<file path="src/rtl/ald_pkg.sv">
// Purpose: shared constants and types for the dark-level readout block
// Assumes: 20 MHz system clock, byte-wide register port from the serial front end
// Notes:   threshold, hysteresis and sensor result codes share one 0.54 uA step
package ald_pkg;

	// register map, byte addresses on the serial register port
	localparam logic [7:0] ADDR_DARK_TRIP = 8'h1F;
	localparam logic [7:0] ADDR_DARK_HYS  = 8'h20;
	localparam logic [7:0] ADDR_S1_LOW    = 8'h21;
	localparam logic [7:0] ADDR_S1_HIGH   = 8'h22;
	localparam logic [7:0] ADDR_S2_LOW    = 8'h23;
	localparam logic [7:0] ADDR_S2_HIGH   = 8'h24;

	// field layout of the results
	localparam int RESULT_W  = 13;
	localparam int LOW_W     = 8;
	localparam int HIGH_W    = 5;
	localparam int HIGH_LSB  = 8;
	localparam int NUM_SENS  = 2;

	// reset values
	localparam logic [7:0]          RST_DARK_TRIP = 8'h00;
	localparam logic [7:0]          RST_DARK_HYS  = 8'h00;
	localparam logic [RESULT_W-1:0] RST_RESULT    = 13'h0000;
	localparam logic [7:0]          RD_UNMAPPED   = 8'h00;

	// refresh timing
	localparam int unsigned CLK_HZ      = 20_000_000;
	localparam int unsigned REFRESH_MS  = 80;
	localparam int unsigned REFRESH_CYC = REFRESH_MS * (CLK_HZ / 1000);

	// one sensor result, high part above low part
	typedef struct packed {
		logic [HIGH_W-1:0] high;
		logic [LOW_W-1:0]  low;
	} ald_result_t;

	// backlight brightness mode seen by the rest of the driver
	typedef enum logic [1:0] {
		ALD_DAYLIGHT,
		ALD_OFFICE,
		ALD_DARK
	} ald_mode_t;

	// dark-level comparator state
	typedef enum logic {
		ALD_CMP_LIGHT,
		ALD_CMP_DARK
	} ald_cmp_t;

endpackage : ald_pkg

</file>
<file path="src/rtl/ald_dark_level_readout.sv">
// Purpose: dark-level comparator and light sensor result registers
// Assumes: converter values and enables come from logic on sys_clk_i
// Notes:   register port is the byte layer behind the serial host interface
`timescale 1ns/10ps

// Overview of operation
// - photocurrent below dark trip code enters dark brightness mode
// - in dark mode, current above trip plus hysteresis returns to office or daylight mode
// - trip code is linear, 0.54 uA per step, 0 to 137.7 uA
// - hysteresis code uses the same 0.54 uA per step scale
// - sensor one low register shows result bits 7 to 0
// - sensor one high register shows result bits 12 to 8 as latched at the last low-byte read, in bits 4 to 0
// - sensor two low register shows result bits 7 to 0
// - sensor two high register shows result bits 12 to 8 as latched at the last low-byte read, in bits 4 to 0
// - enabled sensor result refreshes every 80 ms, disabled one holds
// - host writes to the four result registers change nothing
// - dark comparator wins over office comparator when choosing the mode
// - dark comparison on sensor two runs only while its enable is 1
module ald_dark_level_readout
	import ald_pkg::*;
#(
	parameter int unsigned REFRESH_CYCLES = REFRESH_CYC
) (
	// clock and reset
	input  wire logic                 sys_clk_i,
	input  wire logic                 rst_n_i,
	// register port from the serial interface
	input  wire logic [7:0]           reg_addr_i,
	input  wire logic [7:0]           reg_wdata_i,
	input  wire logic                 reg_wr_i,
	input  wire logic                 reg_rd_i,
	output logic      [7:0]           reg_rdata_o,
	// converter side
	input  wire logic [RESULT_W-1:0]  sensor_one_conv_i,
	input  wire logic [RESULT_W-1:0]  second_sensor_input_i,
	input  wire logic                 sensor_one_enable_i,
	input  wire logic                 sensor_two_enable_i,
	// comparator control and brightness mode
	input  wire logic                 sensor_two_dark_compare_enable_i,
	input  wire logic                 office_level_i,
	output ald_mode_t                 backlight_mode_o,
	output logic                      dark_active_o
);

	localparam int CNT_W = $clog2(REFRESH_CYCLES + 1);
	localparam logic [CNT_W-1:0] CNT_LAST = CNT_W'(REFRESH_CYCLES - 1);

	// read decode shared by the read mux and the snapshot logic
	function automatic logic is_low_addr(input logic [7:0] addr, input int idx);
		is_low_addr = (idx == 0) ? (addr == ADDR_S1_LOW) : (addr == ADDR_S2_LOW);
	endfunction : is_low_addr

	function automatic logic is_high_addr(input logic [7:0] addr, input int idx);
		is_high_addr = (idx == 0) ? (addr == ADDR_S1_HIGH) : (addr == ADDR_S2_HIGH);
	endfunction : is_high_addr

	logic [CNT_W-1:0]  cnt_ff,  nxt_cnt;
	logic              tick_ff, nxt_tick;
	logic [7:0]        dark_trip_code_ff,       nxt_dark_trip_code;
	logic [7:0]        dark_hysteresis_code_ff, nxt_dark_hysteresis_code;
	ald_result_t       result_ff [NUM_SENS];
	ald_result_t       nxt_result [NUM_SENS];
	logic [HIGH_W-1:0] hold_high_ff [NUM_SENS];
	logic [HIGH_W-1:0] nxt_hold_high [NUM_SENS];
	logic [7:0]        rdata_ff, nxt_rdata;
	ald_cmp_t          cmp_ff,  nxt_cmp;
	ald_mode_t         mode_ff, nxt_mode;
	logic              dark_ff, nxt_dark;
	logic [8:0]        exit_level;
	logic              below_trip;
	logic              above_exit;
	logic              conv_en [NUM_SENS];
	logic [RESULT_W-1:0] conv_val [NUM_SENS];

	assign conv_en[0]  = sensor_one_enable_i;
	assign conv_en[1]  = sensor_two_enable_i;
	assign conv_val[0] = sensor_one_conv_i;
	assign conv_val[1] = second_sensor_input_i;

	// free running refresh timebase, one tick per refresh period
	always_comb begin
		nxt_tick = 1'b0;
		nxt_cnt  = cnt_ff + CNT_W'(1);
		if (cnt_ff == CNT_LAST) begin
			nxt_cnt  = '0;
			nxt_tick = 1'b1;
		end
	end

	always_ff @(posedge sys_clk_i or negedge rst_n_i) begin
		if (!rst_n_i) begin
			cnt_ff  <= '0;
			tick_ff <= 1'b0;
		end else begin
			cnt_ff  <= nxt_cnt;
			tick_ff <= nxt_tick;
		end
	end

	// host writable codes; result addresses decode to nothing here
	always_comb begin
		nxt_dark_trip_code       = dark_trip_code_ff;
		nxt_dark_hysteresis_code = dark_hysteresis_code_ff;
		if (reg_wr_i && reg_addr_i == ADDR_DARK_TRIP) begin
			nxt_dark_trip_code = reg_wdata_i;
		end
		if (reg_wr_i && reg_addr_i == ADDR_DARK_HYS) begin
			nxt_dark_hysteresis_code = reg_wdata_i;
		end
	end

	always_ff @(posedge sys_clk_i or negedge rst_n_i) begin
		if (!rst_n_i) begin
			dark_trip_code_ff       <= RST_DARK_TRIP;
			dark_hysteresis_code_ff <= RST_DARK_HYS;
		end else begin
			dark_trip_code_ff       <= nxt_dark_trip_code;
			dark_hysteresis_code_ff <= nxt_dark_hysteresis_code;
		end
	end

	// whole 13-bit word loads at once so the halves never split
	// a low-byte read snapshots the high part for a coherent pair
	always_comb begin
		for (int i = 0; i < NUM_SENS; i++) begin
			nxt_result[i]    = result_ff[i];
			nxt_hold_high[i] = hold_high_ff[i];
			if (tick_ff && conv_en[i]) begin
				nxt_result[i] = ald_result_t'(conv_val[i]);
			end
			if (reg_rd_i && is_low_addr(reg_addr_i, i)) begin
				nxt_hold_high[i] = result_ff[i].high;
			end
		end
	end

	always_ff @(posedge sys_clk_i or negedge rst_n_i) begin
		if (!rst_n_i) begin
			for (int i = 0; i < NUM_SENS; i++) begin
				result_ff[i]    <= ald_result_t'(RST_RESULT);
				hold_high_ff[i] <= '0;
			end
		end else begin
			for (int i = 0; i < NUM_SENS; i++) begin
				result_ff[i]    <= nxt_result[i];
				hold_high_ff[i] <= nxt_hold_high[i];
			end
		end
	end

	// registered read data, one cycle after the read strobe
	always_comb begin
		nxt_rdata = rdata_ff;
		if (reg_rd_i) begin
			nxt_rdata = RD_UNMAPPED;
			if (reg_addr_i == ADDR_DARK_TRIP) begin
				nxt_rdata = dark_trip_code_ff;
			end
			if (reg_addr_i == ADDR_DARK_HYS) begin
				nxt_rdata = dark_hysteresis_code_ff;
			end
			for (int i = 0; i < NUM_SENS; i++) begin
				if (is_low_addr(reg_addr_i, i)) begin
					nxt_rdata = result_ff[i].low;
				end
				if (is_high_addr(reg_addr_i, i)) begin
					nxt_rdata = {3'h0, hold_high_ff[i]};
				end
			end
		end
	end

	always_ff @(posedge sys_clk_i or negedge rst_n_i) begin
		if (!rst_n_i) begin
			rdata_ff <= RD_UNMAPPED;
		end else begin
			rdata_ff <= nxt_rdata;
		end
	end

	// codes share the 0.54 uA step with the conversion, so plain compare
	// nine-bit sum keeps trip plus hysteresis from wrapping
	assign exit_level = {1'b0, dark_trip_code_ff} + {1'b0, dark_hysteresis_code_ff};
	assign below_trip = second_sensor_input_i < {5'h00, dark_trip_code_ff};
	assign above_exit = second_sensor_input_i > {4'h0, exit_level};

	// dark comparator, evaluated on each fresh sensor two conversion
	always_comb begin
		nxt_cmp = cmp_ff;
		if (!sensor_two_dark_compare_enable_i) begin
			nxt_cmp = ALD_CMP_LIGHT;
		end else if (tick_ff && sensor_two_enable_i) begin
			unique case (cmp_ff)
				ALD_CMP_LIGHT: begin
					if (below_trip) begin
						nxt_cmp = ALD_CMP_DARK;
					end
				end
				ALD_CMP_DARK: begin
					if (above_exit) begin
						nxt_cmp = ALD_CMP_LIGHT;
					end
				end
			endcase
		end
	end

	// mode follows the comparator next cycle; dark overrides office
	always_comb begin
		nxt_dark = (cmp_ff == ALD_CMP_DARK);
		if (cmp_ff == ALD_CMP_DARK) begin
			nxt_mode = ALD_DARK;
		end else if (office_level_i) begin
			nxt_mode = ALD_OFFICE;
		end else begin
			nxt_mode = ALD_DAYLIGHT;
		end
	end

	always_ff @(posedge sys_clk_i or negedge rst_n_i) begin
		if (!rst_n_i) begin
			cmp_ff  <= ALD_CMP_LIGHT;
			mode_ff <= ALD_DAYLIGHT;
			dark_ff <= 1'b0;
		end else begin
			cmp_ff  <= nxt_cmp;
			mode_ff <= nxt_mode;
			dark_ff <= nxt_dark;
		end
	end

	assign reg_rdata_o      = rdata_ff;
	assign backlight_mode_o = mode_ff;
	assign dark_active_o    = dark_ff;
endmodule : ald_dark_level_readout

</file>
<file path="config.mk">
export PLATFORM = sky130hd
export DESIGN_NAME = ald_dark_level_readout
export DESIGN_NICKNAME = d
export VERILOG_FILES = /design/src/rtl/ald_pkg.sv /design/src/rtl/ald_dark_level_readout.sv
export SDC_FILE = /design/constraint.sdc
export NUM_CORES = 1
export LEC_CHECK = 0
export BUFFER_PORTS_ARGS = -buffer_cell sky130_fd_sc_hd__buf_2
export CORE_UTILIZATION = 57
export DETAILED_ROUTE_END_ITERATION = 8
export GPL_TIMING_DRIVEN = 0
export MAX_ROUTING_LAYER = met4
export PLACE_DENSITY = 0.79
export RECOVER_POWER = 50
export REMOVE_ABC_BUFFERS = 1
export SKIP_CTS_REPAIR_TIMING = 1
export SLEW_MARGIN = 30
export SYNTH_ARGS = -nofsm -noshare
export SYNTH_HDL_FRONTEND = slang
export SYNTH_SLANG_ARGS = --single-unit
</file>
<file path="constraint.sdc">
create_clock -name sys_clk_i -period 4.3 [get_ports sys_clk_i]
set_input_delay 0.215 -clock sys_clk_i [delete_from_list [all_inputs] [get_ports sys_clk_i]]
set_output_delay 0.215 -clock sys_clk_i [all_outputs]
set_load 0.005 [all_outputs]
</file>
==> summary.txt, run 1 <==
Outcome
  – Status: complete, but fails checks
  – Failing checks: capacitance limit, slew limit

Timing
  – Final Critical Period: 3310 ps
  – Max Fclk: 302 MHz
  – Tightest Pin Transition: 1670 ps
  – Final setup fails: 0
  – Final setup TNS: 0 ps
  – Fin worst setup slack: 992 ps
  – Max-slew violations: 72
  – Fin crit share: 76.9%
  – Final clock skew: 8.95 ps
  – Fin. Hold Viols: 0
  – Relative slew slack: -11.5%
  – RSZ-0062 raised after global routing: no

Global route
  – GRT Max-Usage Layer: met2
  – First-pass GRT wire length: 16,600 um
  – Largest net degree at the start of global routing: 72
  – GR Util met3: 6.70%
  – Number of global-route vias before repair: 3,382
  – Met2 Track Usage GR: 40.2%
  – Gr usage total: 26.4%
  – Initial antenna violation count: 0
  – Total global routing overflow: 0
  – GR Util met1: 35.5%

Drt
  – DR WL/cell: 16.7 um
  – Pre-antenna DRT Iters: 4
  – Initial DRC count: 216
  – Number of routed nets with antenna violations: 0
  – Drt total wl: 9730 um
  – Via count: 3,392
  – Vias per Instance: 5.84
  – DR DRC count: 0

Finish
  – Area growth syn-to-layout: 13.2%
  – Layout cells sized above 1: 28.2%
  – Nets@finish: 550
  – Diodes inserted: 0
  – Filler cells: 582

Critical path
  – Worst setup path start: dark_trip_code_ff[0]$_DFFE_PN0P_
  – Reg2Reg Depth: 12
  – Max incr delay on CP: 510 ps
  – Critical R2R Capture: cmp_ff$_DFFE_PN0P_
  – CP Cell Sequence: ha_1 -> fa_1 -> a21o_1 -> a21oi_1 -> o21ai_0 -> o41ai_1 -> ha_1 -> nand4_1 -> or4_1 -> nand4_1 -> a21oi_1 -> a21oi_1
  – CP Max Fanout: 4
  – Worst EP required: 4590 ps
  – CP max-delay cell: or4_1
  – R2r setup slk: 990 ps
  – CP Data Arrival Time: 3590 ps
  – Worst setup EP type: register
  – Critical Path Start Type: register
  – Setup Crit Path Kind: reg2reg
  – FF-to-FF Start: dark_trip_code_ff[0]$_DFFE_PN0P_
  – Most frequent cell on the critical path: a21oi_1

Job
  – Maxcap violations: 1

Logic synthesis
  – Area leader, netlist: dfrtp_1
  – Synth top cells by count: dfrtp_1, mux2_2, nand2_1, nor2_1, ha_1
  – Largest cells by area after synthesis: dfrtp_1, mux2_2, ha_1, nand2_1, nor2_1
  – Post-synthesis xor/xnor area fraction: 4.44%
  – Post-synth EDFFs: 0
  – Ys flop type: dfrtp_1
  – Ys async rst share: 100%
  – Main combinational cell family by area after synthesis: simple AND/OR/NAND/NOR gates
  – Yosys warns: 0
  – Compound-Gate Fraction of Synth Area: 9.27%
  – Mean area per synthesized cell: 11.0 um^2
  – Mux share of post-synthesis cell area: 13.5%
  – Cells after synthesis: 412
  – Post-Synth Simple-Gate Area: 16.2%
  – Adder-cell share of the synthesized area: 7.34%
  – Top-count cell post-synth: dfrtp_1
  – Synthesis-stage register bit count: 85
  – Post-synth top area share: 46.9%
  – Area of the mapped netlist: 0.00453 mm^2
  – Post-synthesis sequential area ratio: 46.9%
  – Netlist cell types: 56

Power and ir drop
  – VDD IR-drop max: 236 uV
  – Leakage: 0.00253 uW
  – Power Density: 304 mW/mm^2

Clock tree
  – H-tree levels: 3
  – CTS Buf Count: 9
  – CTS Sinks: 85
  – CTS root buf: clkbuf_8
  – CTS tree: yes
  – Clock buffer depth: 2
  – Clock latency on the worst-skew pair: 360 ps
  – CTS clk-pin slew, worst paths: 90 ps

Die
  – Die H: 91.2 um
  – IO Count: 61
  – Rows: 32
  – Die width: 91.2 um
  – Core footprint: 0.00773 mm^2
  – DIE AREA: 0.00832 mm^2
  – Initial Util: 58.7%

Min path
  – Hold path depth: 2
  – HP Start: sensor_one_conv_i[5]
  – Worst hold endpoint: result_ff[18]$_DFFE_PN0P_
  – Worst min-delay path class: in2reg

Placement
  – Port Buffers: 60
  – Place WS: 1050 ps
  – Post-DP HPWL: 7270 um
  – Gpl congestion: 0.869
-- cell usage in the layout, fill, tap and decap left out, types with 3 or more instances in the layout --
cell type	n
a21oi_1	15
a221oi_1	3
a31oi_1	7
and3_1	7
buf_2	59
clkbuf_8	10
dfrtp_1	85
ha_1	25
inv_1	13
mux2_2	46
mux2_4	5
nand2_1	32
nand2b_1	6
nand3_1	13
nand4_1	9
nor2_1	32
nor2b_1	7
nor3_1	4
nor4_1	5
o21ai_0	17
o22a_1	3
o2bb2ai_1	4
o31ai_1	6
or4_1	3
xnor2_1	11
xor2_1	12
-- kinds of logic after synthesis --
kind of cell / count (synthesis)
multiplexers: 53
flip-flops: 85
buffers and inverters: 24
AND/OR/NAND/NOR: 135
adder cells (fa/ha/maj): 26
XOR/XNOR: 23
AO/OA/AOI/OAI: 66
-- state kept, by name, summed over array words and instances, names as in the netlist --
register	count
cmp_ff	1
dark_active_o	1
result_ff	26
dark_trip_code_ff	8
backlight_mode_o	1
dark_hysteresis_code_ff	8
tick_ff	1
cnt_ff	21
hold_high_ff	10
reg_rdata_o	8
-- area by class of cell --
class                           instances  area [um^2]  share of cell area (%)
Clock buffer                           10          138                    2.68
Tap cell                              102          128                    2.49
Timing Repair Buffer                   62          314                    6.12
Clock inverter                          6         76.3                    1.49
Sequential cell                        85         2130                    41.4
Inverter                               13         48.8                   0.950
Multi-Input combinational cell        303         2300                    44.9
-- critical path, delay by kind of cell (launching register included) --
family                     cells  cell delay [ps]
DFF                            1              440
AOI/OAI and AO/OA              6             1130
adders and majority gates      3              910
and+or+nand+nor                3              750
-- where the power goes --
part,switching (uW),total (uW),internal [uW]
Combinational,83.1,140,57.2
Sequential,9.99,817,807
Clock,310,604,294
-- through the flow --
step / power, uW / utilization [%] / hold slack, ps / instance area, um^2 / std cells
after floorplan: 897 / - / -80.6 / 4480 / 401
after global placement: 964 / 63.5 / 419 / 4910 / 563
after detailed placement: 974 / 63.9 / 54.5 / 4940 / 564
after CTS: 1580 / 66.7 / -334 / 5150 / 580
after global routing: 1630 / 66.5 / 55.2 / 5130 / 581
final: 1560 / 66.5 / 75.6 / 5130 / 581
-- worst max-delay path by stage --
stage / end / slack (ps) / cells past startpoint
3_5_place_dp: cmp_ff$_DFFE_PN0P_ / 1050 / 12
6_report: cmp_ff$_DFFE_PN0P_ / 990 / 12
4_1_cts: cmp_ff$_DFFE_PN0P_ / 1010 / 12
5_1_grt: cmp_ff$_DFFE_PN0P_ / 780 / 12
2_1_floorplan: cmp_ff$_DFFE_PN0P_ / 1450 / 13
3_3_place_gp: cmp_ff$_DFFE_PN0P_ / 1180 / 12
-- layer usage --
layer,vias to the layer above,share of wire (%)
met5,-,0
met4,0,1.6
met3,21,5.7
met2,115,47
met1,1639,45
li1,1617,-
Power figures use the tool's default switching activity.
==> run 2: changes to the inputs <==
--- a/config.mk
+++ b/config.mk
@@ -5,6 +5,7 @@
 export SDC_FILE = /design/constraint.sdc
 export NUM_CORES = 1
 export LEC_CHECK = 0
+export ABC_AREA = 1
 export BUFFER_PORTS_ARGS = -buffer_cell sky130_fd_sc_hd__buf_2
 export CORE_UTILIZATION = 57
 export DETAILED_ROUTE_END_ITERATION = 8
==> constraint.sdc (replaced) <==
create_clock -name sys_clk_i -period 3.05 [get_ports sys_clk_i]
set_input_delay 0.1525 -clock sys_clk_i [delete_from_list [all_inputs] [get_ports sys_clk_i]]
set_output_delay 0.1525 -clock sys_clk_i [all_outputs]
set_load 0.005 [all_outputs]
==> summary.txt, run 2 <==
Timing
  – Fin worst setup slack: 348 ps
  – Tightest Pin Transition: 1940 ps
  – Final Critical Period: 2700 ps
  – Final setup fails: 0
  – Max-slew violations: 35
  – Fin. Hold Viols: 0
  – Max Fclk: 370 MHz
  – Final clock skew: 7.56 ps
  – Fin crit share: 88.6%
  – Relative slew slack: -29.6%
  – RSZ-0062 raised after global routing: no
  – Final setup TNS: 0 ps

Logic synthesis
  – Area of the mapped netlist: 0.00489 mm^2
  – Synthesis-stage register bit count: 85
  – Ys async rst share: 100%
  – Post-synth EDFFs: 0
  – Largest cells by area after synthesis: dfrtp_1, nand2_1, ha_1, inv_1, nor2_1
  – Netlist cell types: 43
  – Mean area per synthesized cell: 8.28 um^2
  – Ys flop type: dfrtp_1
  – Post-synthesis sequential area ratio: 43.5%
  – Synth top cells by count: nand2_1, dfrtp_1, inv_1
  – Area leader, netlist: dfrtp_1
  – Cells after synthesis: 591
  – Yosys warns: 0
  – Top-count cell post-synth: nand2_1
  – Post-synth top area share: 43.5%

Placement
  – Placed Cells: 745
  – Post-DP HPWL: 8490 um
  – Place WS: 447 ps
  – Gpl congestion: 0.909
  – Port Buffers: 60

Critical path
  – R2r setup slk: 350 ps
  – Worst EP required: 3350 ps
  – Setup Crit Path Kind: reg2reg
  – Critical R2R Capture: cmp_ff$_DFFE_PN0P_
  – CP Max Fanout: 4
  – Worst setup EP type: register
  – Max incr delay on CP: 430 ps
  – Critical Path Start Type: register
  – CP Cell Sequence: ha_1 -> fa_1 -> nand3_1 -> nand3_1 -> nand2_1 -> nand2_1 -> a21oi_1 -> xor2_1 -> ha_1 -> nand2_1 -> nand2_1 -> nand2_1 -> nand2_1 -> nor2_1 -> nand2_1 -> nand3_1 -> nand2_1 -> nor2_1
  – CP Data Arrival Time: 3000 ps
  – CP max-delay cell: dfrtp_1
  – FF-to-FF Start: dark_trip_code_ff[0]$_DFFE_PN0P_
  – Most frequent cell on the critical path: nand2_1
  – Reg2Reg Depth: 18

Min path
  – Hold path depth: 3
  – Worst min-delay path class: in2reg
  – HP Start: sensor_two_dark_compare_enable_i
  – Worst hold endpoint: cmp_ff$_DFFE_PN0P_

Drt
  – Vias per Instance: 5.41
  – Via count: 4,134
  – DR DRC count: 0
  – Drt total wl: 11,000 um
  – Pre-antenna DRT Iters: 5
  – DR WL/cell: 14.4 um
  – Initial DRC count: 217
  – Number of routed nets with antenna violations: 0

Die
  – DIE AREA: 0.00896 mm^2
  – Die H: 94.7 um
  – Rows: 33
  – Die width: 94.7 um
  – IO Count: 61
  – Core footprint: 0.00826 mm^2
  – Initial Util: 59.3%

Finish
  – Non-filler cells in the finished layout: 764
  – Area growth syn-to-layout: 12.2%
  – Reg with most FFs: result_ff
  – Multi-input gate area: 0.00234 mm^2
  – Commonest cells after routing, fill and taps aside: nand2_1, dfrtp_1, inv_1, buf_2, nor2_1
  – Number of flip-flops in the largest register: 26
  – Sequential Area: 0.00213 mm^2
  – Layout cells sized above 1: 18.2%
  – Commonest non-fill, non-tap cell in the layout: nand2_1
  – Largest regs: result_ff (26), cnt_ff (21), hold_high_ff (10)
  – Nets@finish: 729
  – Filler cells: 719

Outcome
  – Failing checks: capacitance limit, slew limit
  – Status: complete, but fails checks

Clock tree
  – CTS tree: yes
  – H-tree levels: 3
  – CTS root buf: clkbuf_8
  – CTS Sinks: 85
  – CTS clk-pin slew, worst paths: 90 ps
  – CTS Buf Count: 9
  – Clock buffer depth: 2
  – Clock latency on the worst-skew pair: 350 ps

Power and ir drop
  – Part of the power in combinational logic: 13.8%
  – Leakage: 0.00296 uW
  – Power Density: 422 mW/mm^2
  – Power, Total: 2320 uW
  – Net Sw Frac: 27.1%
  – Sequential share of power: 50.6%
  – Net Switching: 626 uW
  – Pint: 1690 uW
  – Clock power share: 35.6%
  – VDD IR-drop max: 277 uV

Global route
  – Total global routing overflow: 0
  – Largest net degree at the start of global routing: 52
  – First-pass GRT wire length: 18,500 um
  – Initial antenna violation count: 1
  – Number of global-route vias before repair: 4,017
  – Gr usage total: 27.9%

Job
  – Maxcap violations: 1
==> run 2: cell count changes in the layout (fill, tap and decap cells not counted), sizes merged, moves of 16 or more <==
cell and change:
a21oi +18, inv +72, mux2 -33, nand2 +109, nand3 +25, nand4 +16, nor2 +21
==> run 2: worst max-delay path by stage <==
stage,from,endpoint,cells past startpoint,slack [ps]
3_5_place_dp,dark_trip_code_ff[0]$_DFFE_PN0P_,cmp_ff$_DFFE_PN0P_,18,450
5_1_grt,dark_trip_code_ff[0]$_DFFE_PN0P_,cmp_ff$_DFFE_PN0P_,18,40
3_3_place_gp,dark_trip_code_ff[0]$_DFFE_PN0P_,cmp_ff$_DFFE_PN0P_,18,480
2_1_floorplan,dark_trip_code_ff[0]$_DFFE_PN0P_,cmp_ff$_DFFE_PN0P_,18,670
6_report,dark_trip_code_ff[0]$_DFFE_PN0P_,cmp_ff$_DFFE_PN0P_,18,350
4_1_cts,dark_trip_code_ff[0]$_DFFE_PN0P_,cmp_ff$_DFFE_PN0P_,18,370
==> run 2: cell type report <==
type	instances	share of cell area (%)
Antenna cell	1	0.0456
Clock buffer	10	2.51
Clock inverter	6	1.28
Inverter	89	6.11
Multi-Input combinational cell	405	42.7
Sequential cell	85	38.7
Tap cell	105	2.39
Timing Repair Buffer	63	6.29
==> run 2: cells by family (layout without fill, tap and decap cells) <==
kind of cell,Yosys count,after routing,synth area share [%]
AOI/OAI and AO/OA,61,61,6.67
xor gates and xnor gates,18,18,3.22
adders and majority gates,26,26,6.80
buffers and inverters,101,168,8.69
DFF,85,85,43.5
muxes,18,18,4.68
other,0,1,0
and+or+nand+nor,282,282,26.5
==> run 2: layer usage <==
layer	global-route usage [%]	part of all wire [%]	vias up
met5	-	0	-
met4	13.0	3.7	0
met3	5.07	4.7	26
met2	47.5	50	110
li1	-	-	2042
met1	31.6	42	1956
==> run 2: per-stage QoR <==
step / instance area, um^2 / hold WS (ps) / utilization, %
finish: 5490 / 8.23 / 66.5
detailed placement: 5270 / 65.9 / 63.8
global placement: 5240 / 364 / 63.4
CTS: 5480 / -329 / 66.3
floorplan: 4800 / -143 / -
global route: 5490 / 21.2 / 66.5
==> run 2: critical path, delay by kind of cell (launching register included) <==
kind,cells,cell delay (ps)
XOR/XNOR,1,180
flip-flops,1,430
AND/OR/NAND/NOR,13,920
adder cells (fa/ha/maj),3,940
AO/OA/AOI/OAI,1,160
==> run 2: power groups by stage <==
stage	clock network, uW	registers [uW]	logic (uW)
2_1_floorplan	0	1190	198
3_3_place_gp	0	1190	298
3_5_place_dp	0	1190	317
4_1_cts	848	1170	320
5_1_grt	883	1180	370
6_report	823	1170	320
